### config.mk
export PLATFORM = sky130hd
export DESIGN_NAME = pro_unit
export DESIGN_NICKNAME = d
export VERILOG_FILES = /design/src/hw/pro_pkg.sv /design/src/hw/pro_unit.sv
export VERILOG_INCLUDE_DIRS = /design/src /design/src/hw
export SDC_FILE = /design/constraint.sdc
export NUM_CORES = 1
export LEC_CHECK = 0
export BUFFER_PORTS_ARGS = -buffer_cell sky130_fd_sc_hd__buf_2
export CORE_MARGIN = 1
export CORE_UTILIZATION = 55
export DETAILED_ROUTE_END_ITERATION = 12
export GPL_TIMING_DRIVEN = 0
export MAX_ROUTING_LAYER = met4
export PLACE_DENSITY = 0.73
export RECOVER_POWER = 100
export SYNTH_ARGS = -nofsm -noshare
export SYNTH_HDL_FRONTEND = slang
export SYNTH_SLANG_ARGS = --single-unit
### constraint.sdc
create_clock -name clock -period 6.5 [get_ports clock]
set_input_delay 0 -clock clock [delete_from_list [all_inputs] [get_ports clock]]
set_output_delay 0 -clock clock [all_outputs]
set_load 0.02 [all_outputs]
### src/hw/pro_defs.svh
// register offsets, field positions, reset values and codes of the raster-op unit
// ==========================================================================
`ifndef PRO_DEFS_SVH
`define PRO_DEFS_SVH

// ==========================================================================
// register byte addresses
`define PRO_CTRL_ADDR 12'h000
`define PRO_STAT_ADDR 12'h004
`define PRO_PC_ADDR 12'h008
`define PRO_MASK_ADDR 12'h00C
`define PRO_PSZ_ADDR 12'h010
`define PRO_SRC_ADDR 12'h014
`define PRO_DST_ADDR 12'h018
`define PRO_RES_ADDR 12'h01C
`define PRO_CMD_ADDR 12'h020

// ==========================================================================
// field positions
`define PRO_OP_LSB 10
`define PRO_OP_MSB 14
`define PRO_XDIR_BIT 8
`define PRO_YDIR_BIT 9
`define PRO_RESUME_BIT 25
`define PRO_N_BIT 31
`define PRO_C_BIT 30
`define PRO_Z_BIT 29
`define PRO_V_BIT 28
`define PRO_PC_ALIGN 4
`define PRO_CMD_INTR 0
`define PRO_CMD_INTERRUPT_RETURN 1
`define PRO_CMD_STEP 2

// ==========================================================================
// reset values
`define PRO_CTRL_RST 16'h0000
`define PRO_STAT_RST 32'h00000010
`define PRO_PC_RST 32'h00000000
`define PRO_MASK_RST 16'h0000
`define PRO_PSZ_RST 5'h10

`endif

### src/hw/pro_pkg.sv
// types shared by the raster-op unit
package pro_pkg;

    typedef enum logic [4:0] {
        OP_COPY, OP_AND, OP_ANDND, OP_ZERO, OP_ORND, OP_XNOR, OP_NOTD,
        OP_NOR, OP_OR, OP_KEEP, OP_XOR, OP_NSAND, OP_ONES, OP_NSOR,
        OP_NAND, OP_NOTS, OP_ADD, OP_ADDS, OP_SUB, OP_SUBS, OP_MAX, OP_MIN
    } pro_op_t;

    typedef struct packed {
        logic n;
        logic c;
        logic z;
        logic v;
    } pro_flags_t;

    typedef struct packed {
        logic [15:0] x;
        logic [15:0] y;
    } pro_xy_t;

endpackage : pro_pkg

### src/hw/pro_unit.sv
// raster-op datapath with its control, status, mask and pixel-size registers
//
// Added by the designer: the register offsets and the APB interface to the registers.
`timescale 1ns/1ps
`include "pro_defs.svh"

module pro_unit
    import pro_pkg::*;
(
    // clock and reset
    input wire logic clock,
    input wire logic srst,
    // apb slave
    input wire logic psel,
    input wire logic penable,
    input wire logic pwrite,
    input wire logic [11:0] paddr,
    input wire logic [31:0] pwdata,
    output logic [31:0] prdata,
    output logic pready,
    output logic pslverr,
    // blit stepping and state
    output pro_xy_t blit_pos,
    output logic blit_active
);

    // ======================================================================
    // registers
    logic [15:0] ctrl_ff;
    logic [31:0] stat_ff;
    logic [31:0] pc_ff;
    logic [15:0] mask_ff;
    logic [4:0] psz_ff;
    logic [15:0] src_ff;
    logic [15:0] dst_ff;
    logic [15:0] res_ff;
    logic [31:0] saved_pc_ff;
    logic [31:0] prdata_ff;
    logic pslverr_ff;
    logic pready_ff;
    pro_xy_t pos_ff;
    logic active_ff;

    logic wr_en;
    logic rd_en;
    logic map_hit;
    logic [31:0] nxt_prdata;
    pro_op_t op;
    logic [15:0] wmask;
    logic [15:0] s;
    logic [15:0] d;
    logic [15:0] dst_in;
    logic [16:0] sum;
    logic [16:0] dif;
    logic [15:0] nxt_res;
    pro_flags_t nxt_flags;

    // answer one cycle after setup: access phase always sees pready high
    assign wr_en = psel && penable && pwrite && pready_ff;
    assign rd_en = psel && !penable;
    assign op = pro_op_t'(ctrl_ff[`PRO_OP_MSB:`PRO_OP_LSB]);

    // ======================================================================
    // pixel width mask
    always_comb
    begin
        unique case (psz_ff)
            5'h01: wmask = 16'h0001;
            5'h02: wmask = 16'h0003;
            5'h04: wmask = 16'h000F;
            5'h08: wmask = 16'h00FF;
            default: wmask = 16'hFFFF;
        endcase
    end

    assign s = src_ff & wmask;
    // a destination write combines with the word being written, not the old
    assign dst_in = (wr_en && paddr == `PRO_DST_ADDR) ? pwdata[15:0] : dst_ff;
    assign d = dst_in & wmask;
    assign sum = {1'b0, d} + {1'b0, s};
    assign dif = {1'b0, d} - {1'b0, s};

    // ======================================================================
    // combining logic
    always_comb
    begin
        nxt_res = d;
        case (op)
            OP_COPY: nxt_res = s;
            OP_ZERO: nxt_res = 16'h0000;
            OP_ONES: nxt_res = 16'hFFFF;
            OP_AND: nxt_res = s & d;
            OP_ANDND: nxt_res = s & ~d;
            OP_NSAND: nxt_res = ~s & d;
            OP_ORND: nxt_res = s | ~d;
            OP_OR: nxt_res = s | d;
            OP_NSOR: nxt_res = ~s | d;
            OP_XNOR: nxt_res = ~(s ^ d);
            OP_NOR: nxt_res = ~(s | d);
            OP_XOR: nxt_res = s ^ d;
            OP_NOTD: nxt_res = ~d;
            OP_KEEP: nxt_res = d;
            OP_NAND: nxt_res = ~(s & d);
            OP_NOTS: nxt_res = ~s;
            OP_ADD: nxt_res = sum[15:0];
            OP_SUB: nxt_res = dif[15:0];
            OP_ADDS: nxt_res = ((sum[15:0] & ~wmask) != 16'h0000 || sum[16])
                ? 16'hFFFF : sum[15:0];
            OP_SUBS: nxt_res = dif[16] ? 16'h0000 : dif[15:0];
            OP_MAX: nxt_res = (s > d) ? s : d;
            OP_MIN: nxt_res = (s < d) ? s : d;
            default: nxt_res = d;
        endcase
        nxt_res = nxt_res & wmask;
        // unwritten bits of the pixel come from the destination word
        nxt_res = (nxt_res & ~mask_ff) | (dst_in & mask_ff);
        nxt_flags.n = nxt_res[15];
        nxt_flags.z = (nxt_res == 16'h0000);
        nxt_flags.c = (op == OP_SUB || op == OP_SUBS) ? dif[16] : sum[16];
        nxt_flags.v = 1'b0;
    end

    // ======================================================================
    // apb read path
    always_comb
    begin
        map_hit = 1'b1;
        nxt_prdata = 32'h00000000;
        unique case (paddr)
            `PRO_CTRL_ADDR: nxt_prdata = {16'h0000, ctrl_ff};
            `PRO_STAT_ADDR: nxt_prdata = stat_ff;
            `PRO_PC_ADDR: nxt_prdata = pc_ff;
            `PRO_MASK_ADDR: nxt_prdata = {16'h0000, mask_ff};
            `PRO_PSZ_ADDR: nxt_prdata = {27'h0000000, psz_ff};
            `PRO_SRC_ADDR: nxt_prdata = {16'h0000, src_ff};
            `PRO_DST_ADDR: nxt_prdata = {16'h0000, dst_ff};
            `PRO_RES_ADDR: nxt_prdata = {16'h0000, res_ff};
            `PRO_CMD_ADDR: nxt_prdata = {31'h00000000, active_ff};
            default: map_hit = 1'b0;
        endcase
    end

    always_ff @(posedge clock)
    begin
        if (srst)
        begin
            pready_ff <= 1'b0;
            prdata_ff <= 32'h00000000;
            pslverr_ff <= 1'b0;
        end
        else
        begin
            pready_ff <= rd_en;
            if (rd_en)
            begin
                prdata_ff <= pwrite ? 32'h00000000 : nxt_prdata;
                pslverr_ff <= !map_hit;
            end
        end
    end

    // ======================================================================
    // control, mask, operands
    always_ff @(posedge clock)
    begin
        if (srst)
        begin
            ctrl_ff <= `PRO_CTRL_RST;
            mask_ff <= `PRO_MASK_RST;
            psz_ff <= `PRO_PSZ_RST;
            src_ff <= 16'h0000;
            dst_ff <= 16'h0000;
        end
        else if (wr_en)
        begin
            unique case (paddr)
                `PRO_CTRL_ADDR: ctrl_ff <= pwdata[15:0];
                `PRO_MASK_ADDR: mask_ff <= pwdata[15:0];
                `PRO_PSZ_ADDR:
                begin
                    // any other width is refused and the old one kept
                    if (pwdata == 32'h1 || pwdata == 32'h2 || pwdata == 32'h4
                        || pwdata == 32'h8 || pwdata == 32'h10)
                        psz_ff <= pwdata[4:0];
                end
                `PRO_SRC_ADDR: src_ff <= pwdata[15:0];
                `PRO_DST_ADDR: dst_ff <= pwdata[15:0];
                default: ;
            endcase
        end
    end

    // ======================================================================
    // result and status, program counter
    always_ff @(posedge clock)
    begin
        if (srst)
        begin
            res_ff <= 16'h0000;
            stat_ff <= `PRO_STAT_RST;
        end
        else if (wr_en && paddr == `PRO_STAT_ADDR)
            stat_ff <= pwdata;
        else if (wr_en && paddr == `PRO_DST_ADDR)
        begin
            res_ff <= nxt_res;
        end
        else if (wr_en && paddr == `PRO_SRC_ADDR)
            res_ff <= res_ff;
        else if (wr_en && paddr == `PRO_RES_ADDR)
        begin
            res_ff <= nxt_res;
            stat_ff[`PRO_N_BIT:`PRO_V_BIT] <= nxt_flags;
        end
        else if (wr_en && paddr == `PRO_CMD_ADDR && pwdata[`PRO_CMD_INTR])
            stat_ff[`PRO_RESUME_BIT] <= active_ff;
    end

    always_ff @(posedge clock)
    begin
        if (srst)
        begin
            pc_ff <= `PRO_PC_RST;
            saved_pc_ff <= `PRO_PC_RST;
        end
        else if (wr_en && paddr == `PRO_PC_ADDR)
            pc_ff <= {pwdata[31:`PRO_PC_ALIGN], 4'h0};
        else if (wr_en && paddr == `PRO_CMD_ADDR && pwdata[`PRO_CMD_INTR])
            saved_pc_ff <= pc_ff;
        else if (wr_en && paddr == `PRO_CMD_ADDR && pwdata[`PRO_CMD_INTERRUPT_RETURN])
            pc_ff <= {saved_pc_ff[31:`PRO_PC_ALIGN], 4'h0};
    end

    // ======================================================================
    // blit stepping: interrupt suspends, return resumes if flag set
    always_ff @(posedge clock)
    begin
        if (srst)
        begin
            pos_ff <= '0;
            active_ff <= 1'b0;
        end
        else if (wr_en && paddr == `PRO_CMD_ADDR)
        begin
            if (pwdata[`PRO_CMD_INTR])
                active_ff <= 1'b0;
            else if (pwdata[`PRO_CMD_INTERRUPT_RETURN])
                active_ff <= stat_ff[`PRO_RESUME_BIT];
            else if (pwdata[`PRO_CMD_STEP])
            begin
                active_ff <= 1'b1;
                pos_ff.x <= ctrl_ff[`PRO_XDIR_BIT] ? pos_ff.x - 16'h0001
                    : pos_ff.x + 16'h0001;
                pos_ff.y <= ctrl_ff[`PRO_YDIR_BIT] ? pos_ff.y - 16'h0001
                    : pos_ff.y + 16'h0001;
            end
        end
    end

    assign prdata = prdata_ff;
    assign pready = pready_ff;
    assign pslverr = pslverr_ff;
    assign blit_pos = pos_ff;
    assign blit_active = active_ff;

endmodule : pro_unit

==> summary.md, run 1 <==
| Metric | Value |
|---|---|
| Worst EP required | 6.94 ns |
| Drt initial violations | 2782 |
| Met2 WL post-DR | about 33000 um |
| Commonest cells post-synth | 366 x nand2_1, 258 x a21oi_1, 245 x nor2_1 |
| RSZ-0062 raised after global routing | false |
| Number of port buffers | roughly 110 |
| Leakage | 6.993 nW |
| Area Overhead vs Synth | 13.43% |
| Hold Vio Cnt, Final | 0 |
| TritonCTS buffer count | 24 |
| Synth Area in Simple Gates | between 20% and 30% |
| Post-synth EDFFs | 0 |
| Die Wd | 177.3 um |
| R2R Setup Slk | 0.03 ns |
| # fillers | 2744 |
| Max_slew headroom | 3.158% |
| Pre-antenna DRT Iters | 10 |
| Fin cells | slightly below 3000 |
| Logic pwr share | about 3.7% |
| Status | finished clean |
| FMAX | 154.6 MHz |
| RR Startpoint | pready |
| Placed cells | 2807 |
| Largest area contributor in the netlist | dfxtp_1 |
| Worst EP arrival | ~6.9 ns |
| Layout Nets | 2625 |
| Max-Cap Viols | 0 |
| Clk pwr share | 48.6% |
| Die H | between 150 and 200 um |
| Tightest Pin Transition | roughly 1.4 ns |
| Cell Area, Synth | 16910 um^2 |
| Synth unique cells | 94 |
| Post-Synth Adder-Cell Area | 7.281% |
| Fin crit share | 99.51% |
| Design Area, Final | approximately 19000 um^2 |
| Deepest clock path buffer count | 3 |
| Num rows | 63 |
| Worst setup SP type | register |
| WL per Instance | 24.96 um |
| Routed wire length | 72080 um |
| Core box area | 29950 um^2 |
| Final Core Density | 64.04% |
| RePlAce Congestion | around 1.1 |
| Met3 wire len | 7449 um |
| Final Skew | 0.01019 ns |
| Full die area | around 31000 um^2 |
| Slew Limit Fails | 0 |
| Hold Startpoint | paddr[2] |
| Worst r2r dst | stat_ff[29] |
| Root Driver | clkbuf_16 |
| Power density over the cells | 160.8 nW/um^2 |
| Yosys warning total | 0 |
| Multiplexer area fraction after synthesis | 3.885% |
| Most common cell in the netlist | nand2_1 |
| Top cell type's share of synthesized area | 28.41% |
| GRT overflow | 0 |
| Post-DP HPWL | 54340 um |
| Reg2Reg Depth | 20 |
| Crit. End Element | register |
| Synth Area in XOR/XNOR | 2.072% |
| Placed cell area | ~18000 um^2 |
| Post-detailed-route count of antenna-violating nets | 0 |
| First-pass GRT wire length | 109100 um |
| Vias post-DR | 19680 |
| Top Metal Used | met4 |
| Hold EP | src_ff[15] |
| IO Pins | 116 |
| DRC | 0 |
| Sequential share of power | 47.7% |
| Total GRT Usage | 46.60% |
| Worst-Skew Late Latency | 0.52 ns |
| CTS clk-pin slew, worst paths | 0.06 ns |
| Sequential fraction of the synthesis area | between 20% and 30% |
| P_sw | 0.6795 mW |
| Synth top area cells | dfxtp_1 28%, nand2_1 8.1%, a21oi_1 7.6% |
| Layout cells sized above 1 | under 10% |
| Total negative slack | 0 ns |
| Cells after Synth | 2305 |
| Hold Crit Class | input port to register |
| Maximum VDD drop | between 0.0002 and 0.00025 V |
| Primary FF master, synth | dfxtp_1 |
| CP max FO | 10 |
| Int Power | 2.406 mW |
| Final setup viols | 0 |
| Initial antenna violation count | 2 |
| Pin count of the biggest net entering global routing | 18 |
| CTS tree | built |
| Crit Path Category | register to register |
| CTS H-tree depth | 1 |
| Main combinational cell family by area after synthesis | compound AO/OA/AOI/OAI gates |
| TritonCTS sink count | 240 |
| Min cycle time layout | roughly 6.5 ns |
| Met1 WL | 26570 um |
| Syn Area/Cell | about 7.3 um^2 |
| Post-CTS Setup Inserts | 0 |
| Starting Density | 56.45% |
| Cells on Worst Hold Path | 5 |
| Ys async rst share | 0% |
| Drt via density | 6.815 |
| Seq cells post-synth | 240 |
| Compound-Gate Fraction of Synth Area | 28.42% |
| Post-synth net total | approximately 2500 |
| Vias in the first global route | 18650 |
| Switch share | roughly 22% |
logic make-up (layout without fill, tap and decap cells):
logic type               count (synthesis)  count (layout)
flip-flops                             240             240
XOR/XNOR                                40              40
AO/OA/AOI/OAI                          719             719
buffers and inverters                  244             435
other                                    0               2
adder cells (fa/ha/maj)                 96              96
AND/OR/NAND/NOR                        901             901
multiplexers                            65              65
routing by layer:
metal / global-route usage, % / vias to the layer above
li1: - / 8707
met1: 54.18 / 9178
met2: 74.46 / 1368
met3: 8.569 / 428
met4: 28.60 / 0
met5: - / -
worst max path at each step:
| stage | to | startpoint | depth (start not counted) | slack [ns] |
|---|---|---|---|---|
| after floorplan | stat_ff[29] | pready | 20 | 1.57 |
| after global placement | stat_ff[29] | pready | 19 | -0.58 |
| after detailed placement | stat_ff[29] | pready | 19 | -0.64 |
| after CTS | stat_ff[29] | pready | 19 | 0.08 |
| after global routing | stat_ff[29] | pready | 20 | 0.02 |
| final | stat_ff[29] | pready | 20 | 0.03 |
power groups by stage:
stage | logic (mW) | registers [mW] | clock network, mW
2_1_floorplan | 0.0360 | 1.51 | 0
4_1_cts | 0.107 | 1.47 | 1.49
5_1_grt | 0.117 | 1.47 | 1.54
3_5_place_dp | 0.0902 | 1.50 | 0
3_3_place_gp | 0.0885 | 1.50 | 0
6_report | 0.113 | 1.47 | 1.50
worst max-delay path, cell delays in order, from the launching register on:
cell and delay, ns:
dfxtp_1 0.32, and4_1 0.28, nand4_1 0.19, buf_4 0.28
buf_2 0.37, mux2i_4 0.46, ha_1 0.36, inv_1 0.10
fa_1 0.50, nor2b_1 0.19, o311ai_2 0.40, a211oi_1 0.18
o31ai_2 0.43, a31oi_2 0.39, a2111oi_0 0.64, o221a_2 0.30
a211o_1 0.19, o2111ai_1 0.17, nor4_2 0.20, nand4_1 0.22
a211oi_2 0.20
through the flow:
stage | setup WS (ns) | hold slack (ns) | power (mW)
after floorplan | 1.571 | 0.1360 | 1.541
after global placement | -0.5841 | 0.2682 | 1.593
after detailed placement | -0.6449 | 0.2672 | 1.595
after CTS | 0.07735 | 0.1086 | 3.065
after global routing | 0.01523 | 0.09296 | 3.129
final | 0.03161 | 0.09757 | 3.085
state kept, by name (all words and copies together) (netlist names), 28 cells and up:
signal and flops:
prdata 32, stat_ff 32, blit_pos 32, pc_ff 28, saved_pc_ff 28
placed cells by master (no fill, tap or decap), types with 10 or more instances in the layout:
cell,count
o21a_1,11
nor4_1,22
xnor2_1,30
a222oi_1,14
nand3_1,57
and2_1,10
a21o_1,16
dlygate4sd3_1,36
nand4_1,14
nor3_1,52
a211oi_1,25
buf_2,67
dfxtp_1,240
xor2_1,10
o21ai_0,104
inv_1,72
and3_1,14
clkbuf_16,25
ha_1,92
o221ai_1,17
clkbuf_1,205
or3_1,16
nor2b_1,24
nand2b_1,28
o211ai_1,18
nand2_1,366
a31oi_1,30
a21oi_1,257
mux2i_1,59
a221oi_1,20
a311oi_1,27
nor2_1,244
a22oi_1,54
cell type report:
| type | instances | area (um^2) | share of cell area (%) |
|---|---|---|---|
| Inverter | 73 | 274.0 | 1.429 |
| Multi-Input combinational cell | 1821 | 11210 | 58.43 |
| Sequential cell | 240 | 4805 | 25.05 |
| Buffer | 171 | 715.7 | 3.731 |
| Timing Repair Buffer | 149 | 839.6 | 4.377 |
| Clock inverter | 6 | 108.9 | 0.5675 |
| Tap cell | 390 | 488.0 | 2.544 |
| Antenna cell | 2 | 5.005 | 0.02609 |
| Clock buffer | 36 | 737.0 | 3.842 |
what timing repair did:
item / CTS / global route
hold buffers: 36 / 0
setup endpoints to repair: 3 / 2
resized for setup: 7 / 13
hold endpoints to repair: 104 / 0
Power figures use the tool's default switching activity.
==> run 2, diff against run 1 <==
--- a/config.mk
+++ b/config.mk
@@ -8,11 +8,11 @@
 export LEC_CHECK = 0
 export BUFFER_PORTS_ARGS = -buffer_cell sky130_fd_sc_hd__buf_2
 export CORE_MARGIN = 1
-export CORE_UTILIZATION = 55
+export CORE_UTILIZATION = 45
 export DETAILED_ROUTE_END_ITERATION = 12
 export GPL_TIMING_DRIVEN = 0
 export MAX_ROUTING_LAYER = met4
-export PLACE_DENSITY = 0.73
+export PLACE_DENSITY = 0.61
 export RECOVER_POWER = 100
 export SYNTH_ARGS = -nofsm -noshare
 export SYNTH_HDL_FRONTEND = slang
==> constraint.sdc (replaced) <==
create_clock -name clock -period 6.4 [get_ports clock]
set_input_delay 0 -clock clock [delete_from_list [all_inputs] [get_ports clock]]
set_output_delay 0 -clock clock [all_outputs]
set_load 0.02 [all_outputs]
==> summary.md, run 2 (synthesis results as in run 1) <==
| Metric | Value |
|---|---|
| Layout Nets | 2628 (+0.11%) |
| Switch share | 23.29% (+1.3 points) |
| CTS clk-pin slew, worst paths | 0.06 ns (about the same) |
| Clk pwr share | 49.8% (+1.2 points) |
| Status | finished clean |
| Critical Path, Cell by Cell | and4_1 > nand4_1 > buf_4 > clkbuf_4 > mux2i_4 > inv_1 > ha_2 > inv_1 > fa_1 > nand2b_1 > a211oi_4 > o21a_1 > o211ai_1 > nor4_4 > a41oi_4 > or2_1 > o21ai_0 > a21oi_1 > nor2_1 > nand4_1 > a211oi_2 |
| R2R Setup Slk | 0.20 ns (+0.16 ns) |
| DRC | 0 (unchanged) |
| Sequential cell area | 4805 um^2 (unchanged) |
| TritonCTS sink count | 240 (unchanged) |
| Worst EP required | 6.87 ns (-0.07 ns) |
| Logic pwr share | 3.6% (about the same) |
| Drt via density | 6.343 (-6.9%) |
| Die Wd | 195.9 um (+10%) |
| Pin count of the biggest net entering global routing | 18 (unchanged) |
| First-pass GRT wire length | 110900 um (+1.7%) |
| Post-DP HPWL | 58300 um (+7.3%) |
| TritonCTS buffer count | 27 (+13%) |
| Final setup viols | 0 (unchanged) |
| CP max FO | 10 (unchanged) |
| Crit path max-delay cell type | fa_1 |
| Worst-Skew Late Latency | 0.55 ns (+0.03 ns) |
| Layout cells sized above 1 | 7.468% (+0.90 points) |
| Number of port buffers | 112 (unchanged) |
| # fillers | 3729 (+36%) |
| Tightest Pin Transition | 1.400 ns (-0.04423 ns) |
| WL per Instance | 25.04 um (+0.32%) |
| Power density over the cells | 165.3 nW/um^2 (+2.7%) |
| Multi-input gate area | 11270 um^2 (+0.51%) |
| Root Driver | clkbuf_16 |
| Hold Crit Class | input port to register |
| Post-detailed-route count of antenna-violating nets | 0 (unchanged) |
| Hold Vio Cnt, Final | 0 (unchanged) |
| Total GRT Usage | 39.13% (-7.5 points) |
| Commonest cells after routing, fill and taps aside | 366 x nand2_1, 257 x a21oi_1, 245 x nor2_1 |
| P_sw | 0.7470 mW (+9.9%) |
| Crit Path Category | register to register |
| Leakage | 7.050 nW (+0.81%) |
| Vias post-DR | 18860 (-4.2%) |
| Worst setup SP type | register |
| Pre-antenna DRT Iters | 7 (-3) |
| Max_slew headroom | 5.969% (+2.8 points) |
| Sequential share of power | 46.6% (-1.1 points) |
| Worst Path Buf+Inv | 4 (+1) |
| Full die area | 38360 um^2 (+22%) |
| Initial antenna violation count | 0 (-2) |
| Slew Limit Fails | 0 (unchanged) |
| Design Area, Final | 19410 um^2 (+1.2%) |
| CTS tree | built |
| Deepest clock path buffer count | 3 (unchanged) |
| Worst EP arrival | 6.68 ns (-0.23 ns) |
| Int Power | 2.460 mW (+2.3%) |
| RePlAce Congestion | 1.040 (-4.5%) |
| Drt initial violations | 2079 (-25%) |
| Maximum VDD drop | 0.0002056 V (-0.19%) |
| Max-Cap Viols | 0 (unchanged) |
| Starting Density | 45.97% (-10 points) |
| FMAX | 161.2 MHz (+4.3%) |
| Min cycle time layout | 6.203 ns (-0.2650 ns) |
| Largest delay share family, worst path | simple AND/OR/NAND/NOR gates |
| Total negative slack | 0 ns (unchanged) |
| Placed cell area | 18070 um^2 (+0.61%) |
| Die H | 195.9 um (+10%) |
| Num rows | 70 (+11%) |
| Vias in the first global route | 17920 (-3.9%) |
| Fin crit share | 96.93% (-2.6 points) |
| Routed wire length | 74440 um (+3.3%) |
| Final Skew | 0.007995 ns (-0.002196 ns) |
| Core box area | 36790 um^2 (+23%) |
| CTS H-tree depth | 1 (unchanged) |
| Area Overhead vs Synth | 14.76% |
| IO Pins | 116 (unchanged) |
| Crit. End Element | register |
| GRT overflow | 0 (unchanged) |
| Commonest non-fill, non-tap cell in the layout | nand2_1 |
| CP peak stage delay | 0.54 ns (-0.10 ns) |
[run 2: cell types whose count changed in the layout (fill, tap and decap cells not counted), sizes merged]
cell / before / now
clkinv: 2 / 7
dlygate4sd3: 36 / 35
diode: 2 / 1
buf: 80 / 87
inv: 74 / 77
clkbuf: 240 / 234
clkinvlp: 0 / 1
bufinv: 3 / 2
[run 2: power by group through the flow]
stage | logic (mW) | registers, mW | clock network [mW]
after floorplan | 0.0365 | 1.53 | 0
after global placement | 0.0946 | 1.53 | 0
after detailed placement | 0.0951 | 1.53 | 0
after CTS | 0.112 | 1.49 | 1.60
after global routing | 0.120 | 1.49 | 1.67
final | 0.115 | 1.49 | 1.60
[run 2: through the flow]
step                      total power [mW]  std cells  setup WS (ns)  util (%)  hold WS [ns]
after floorplan                      1.565       2305          1.471         -        0.1360
after global placement               1.622       2885        -0.9679     49.09        0.2726
after detailed placement             1.623       2885        -0.9624     49.12        0.2790
after CTS                            3.208       2970        0.02941     52.71       0.02323
after global routing                 3.280       2972      -0.006974     52.75       0.08371
final                                3.207       2973         0.1966     52.76       0.05132
[run 2: path summary, 6_finish.rpt]
| path | from | end | depth (start not counted) |
|---|---|---|---|
| max reg2reg | pready | stat_ff[29] | 21 |
| min | paddr[5] | pslverr | 5 |
| max | pready | stat_ff[29] | 21 |
| min reg2reg | saved_pc_ff[16] | saved_pc_ff[16] | 2 |
[run 2: per-layer routing]
layer,vias up,global-route usage [%],share of wire (%)
met2,930,64.87,47
li1,8707,-,-
met3,205,4.624,7.0
met5,-,-,0
met4,0,17.45,4.7
met1,9015,47.72,41
[run 2: final cells by class]
type | count | area share, %
tap | 468 | 3.017
inverter | 73 | 1.412
sequential | 240 | 24.76
antenna | 1 | 0.01289
clock inverter | 14 | 0.7221
multi-input combinational | 1821 | 58.05
clock buffer | 36 | 3.965
timing repair buffer | 150 | 4.378
buffer | 170 | 3.681
[run 2: worst reg2reg max path, cell delays in order (launching register included)]
cell and delay, ns:
dfxtp_1 0.36, and4_1 0.34, nand4_1 0.21, buf_4 0.29, clkbuf_4 0.27, mux2i_4 0.28, inv_1 0.12, ha_2 0.27
inv_1 0.09, fa_1 0.54, nand2b_1 0.27, a211oi_4 0.42, o21a_1 0.24, o211ai_1 0.30, nor4_4 0.45, a41oi_4 0.29
or2_1 0.38, o21ai_0 0.19, a21oi_1 0.13, nor2_1 0.27, nand4_1 0.23, a211oi_2 0.22
[run 2: timing repair]
| action | CTS | global route |
|---|---|---|
| buffers inserted | 0 | 3 |
| setup endpoints to repair | 9 | 1 |
| pin swaps | 0 | 4 |
| hold endpoints to repair | 112 | 0 |
| hold buffers | 35 | 0 |
| resized for setup | 12 | 18 |
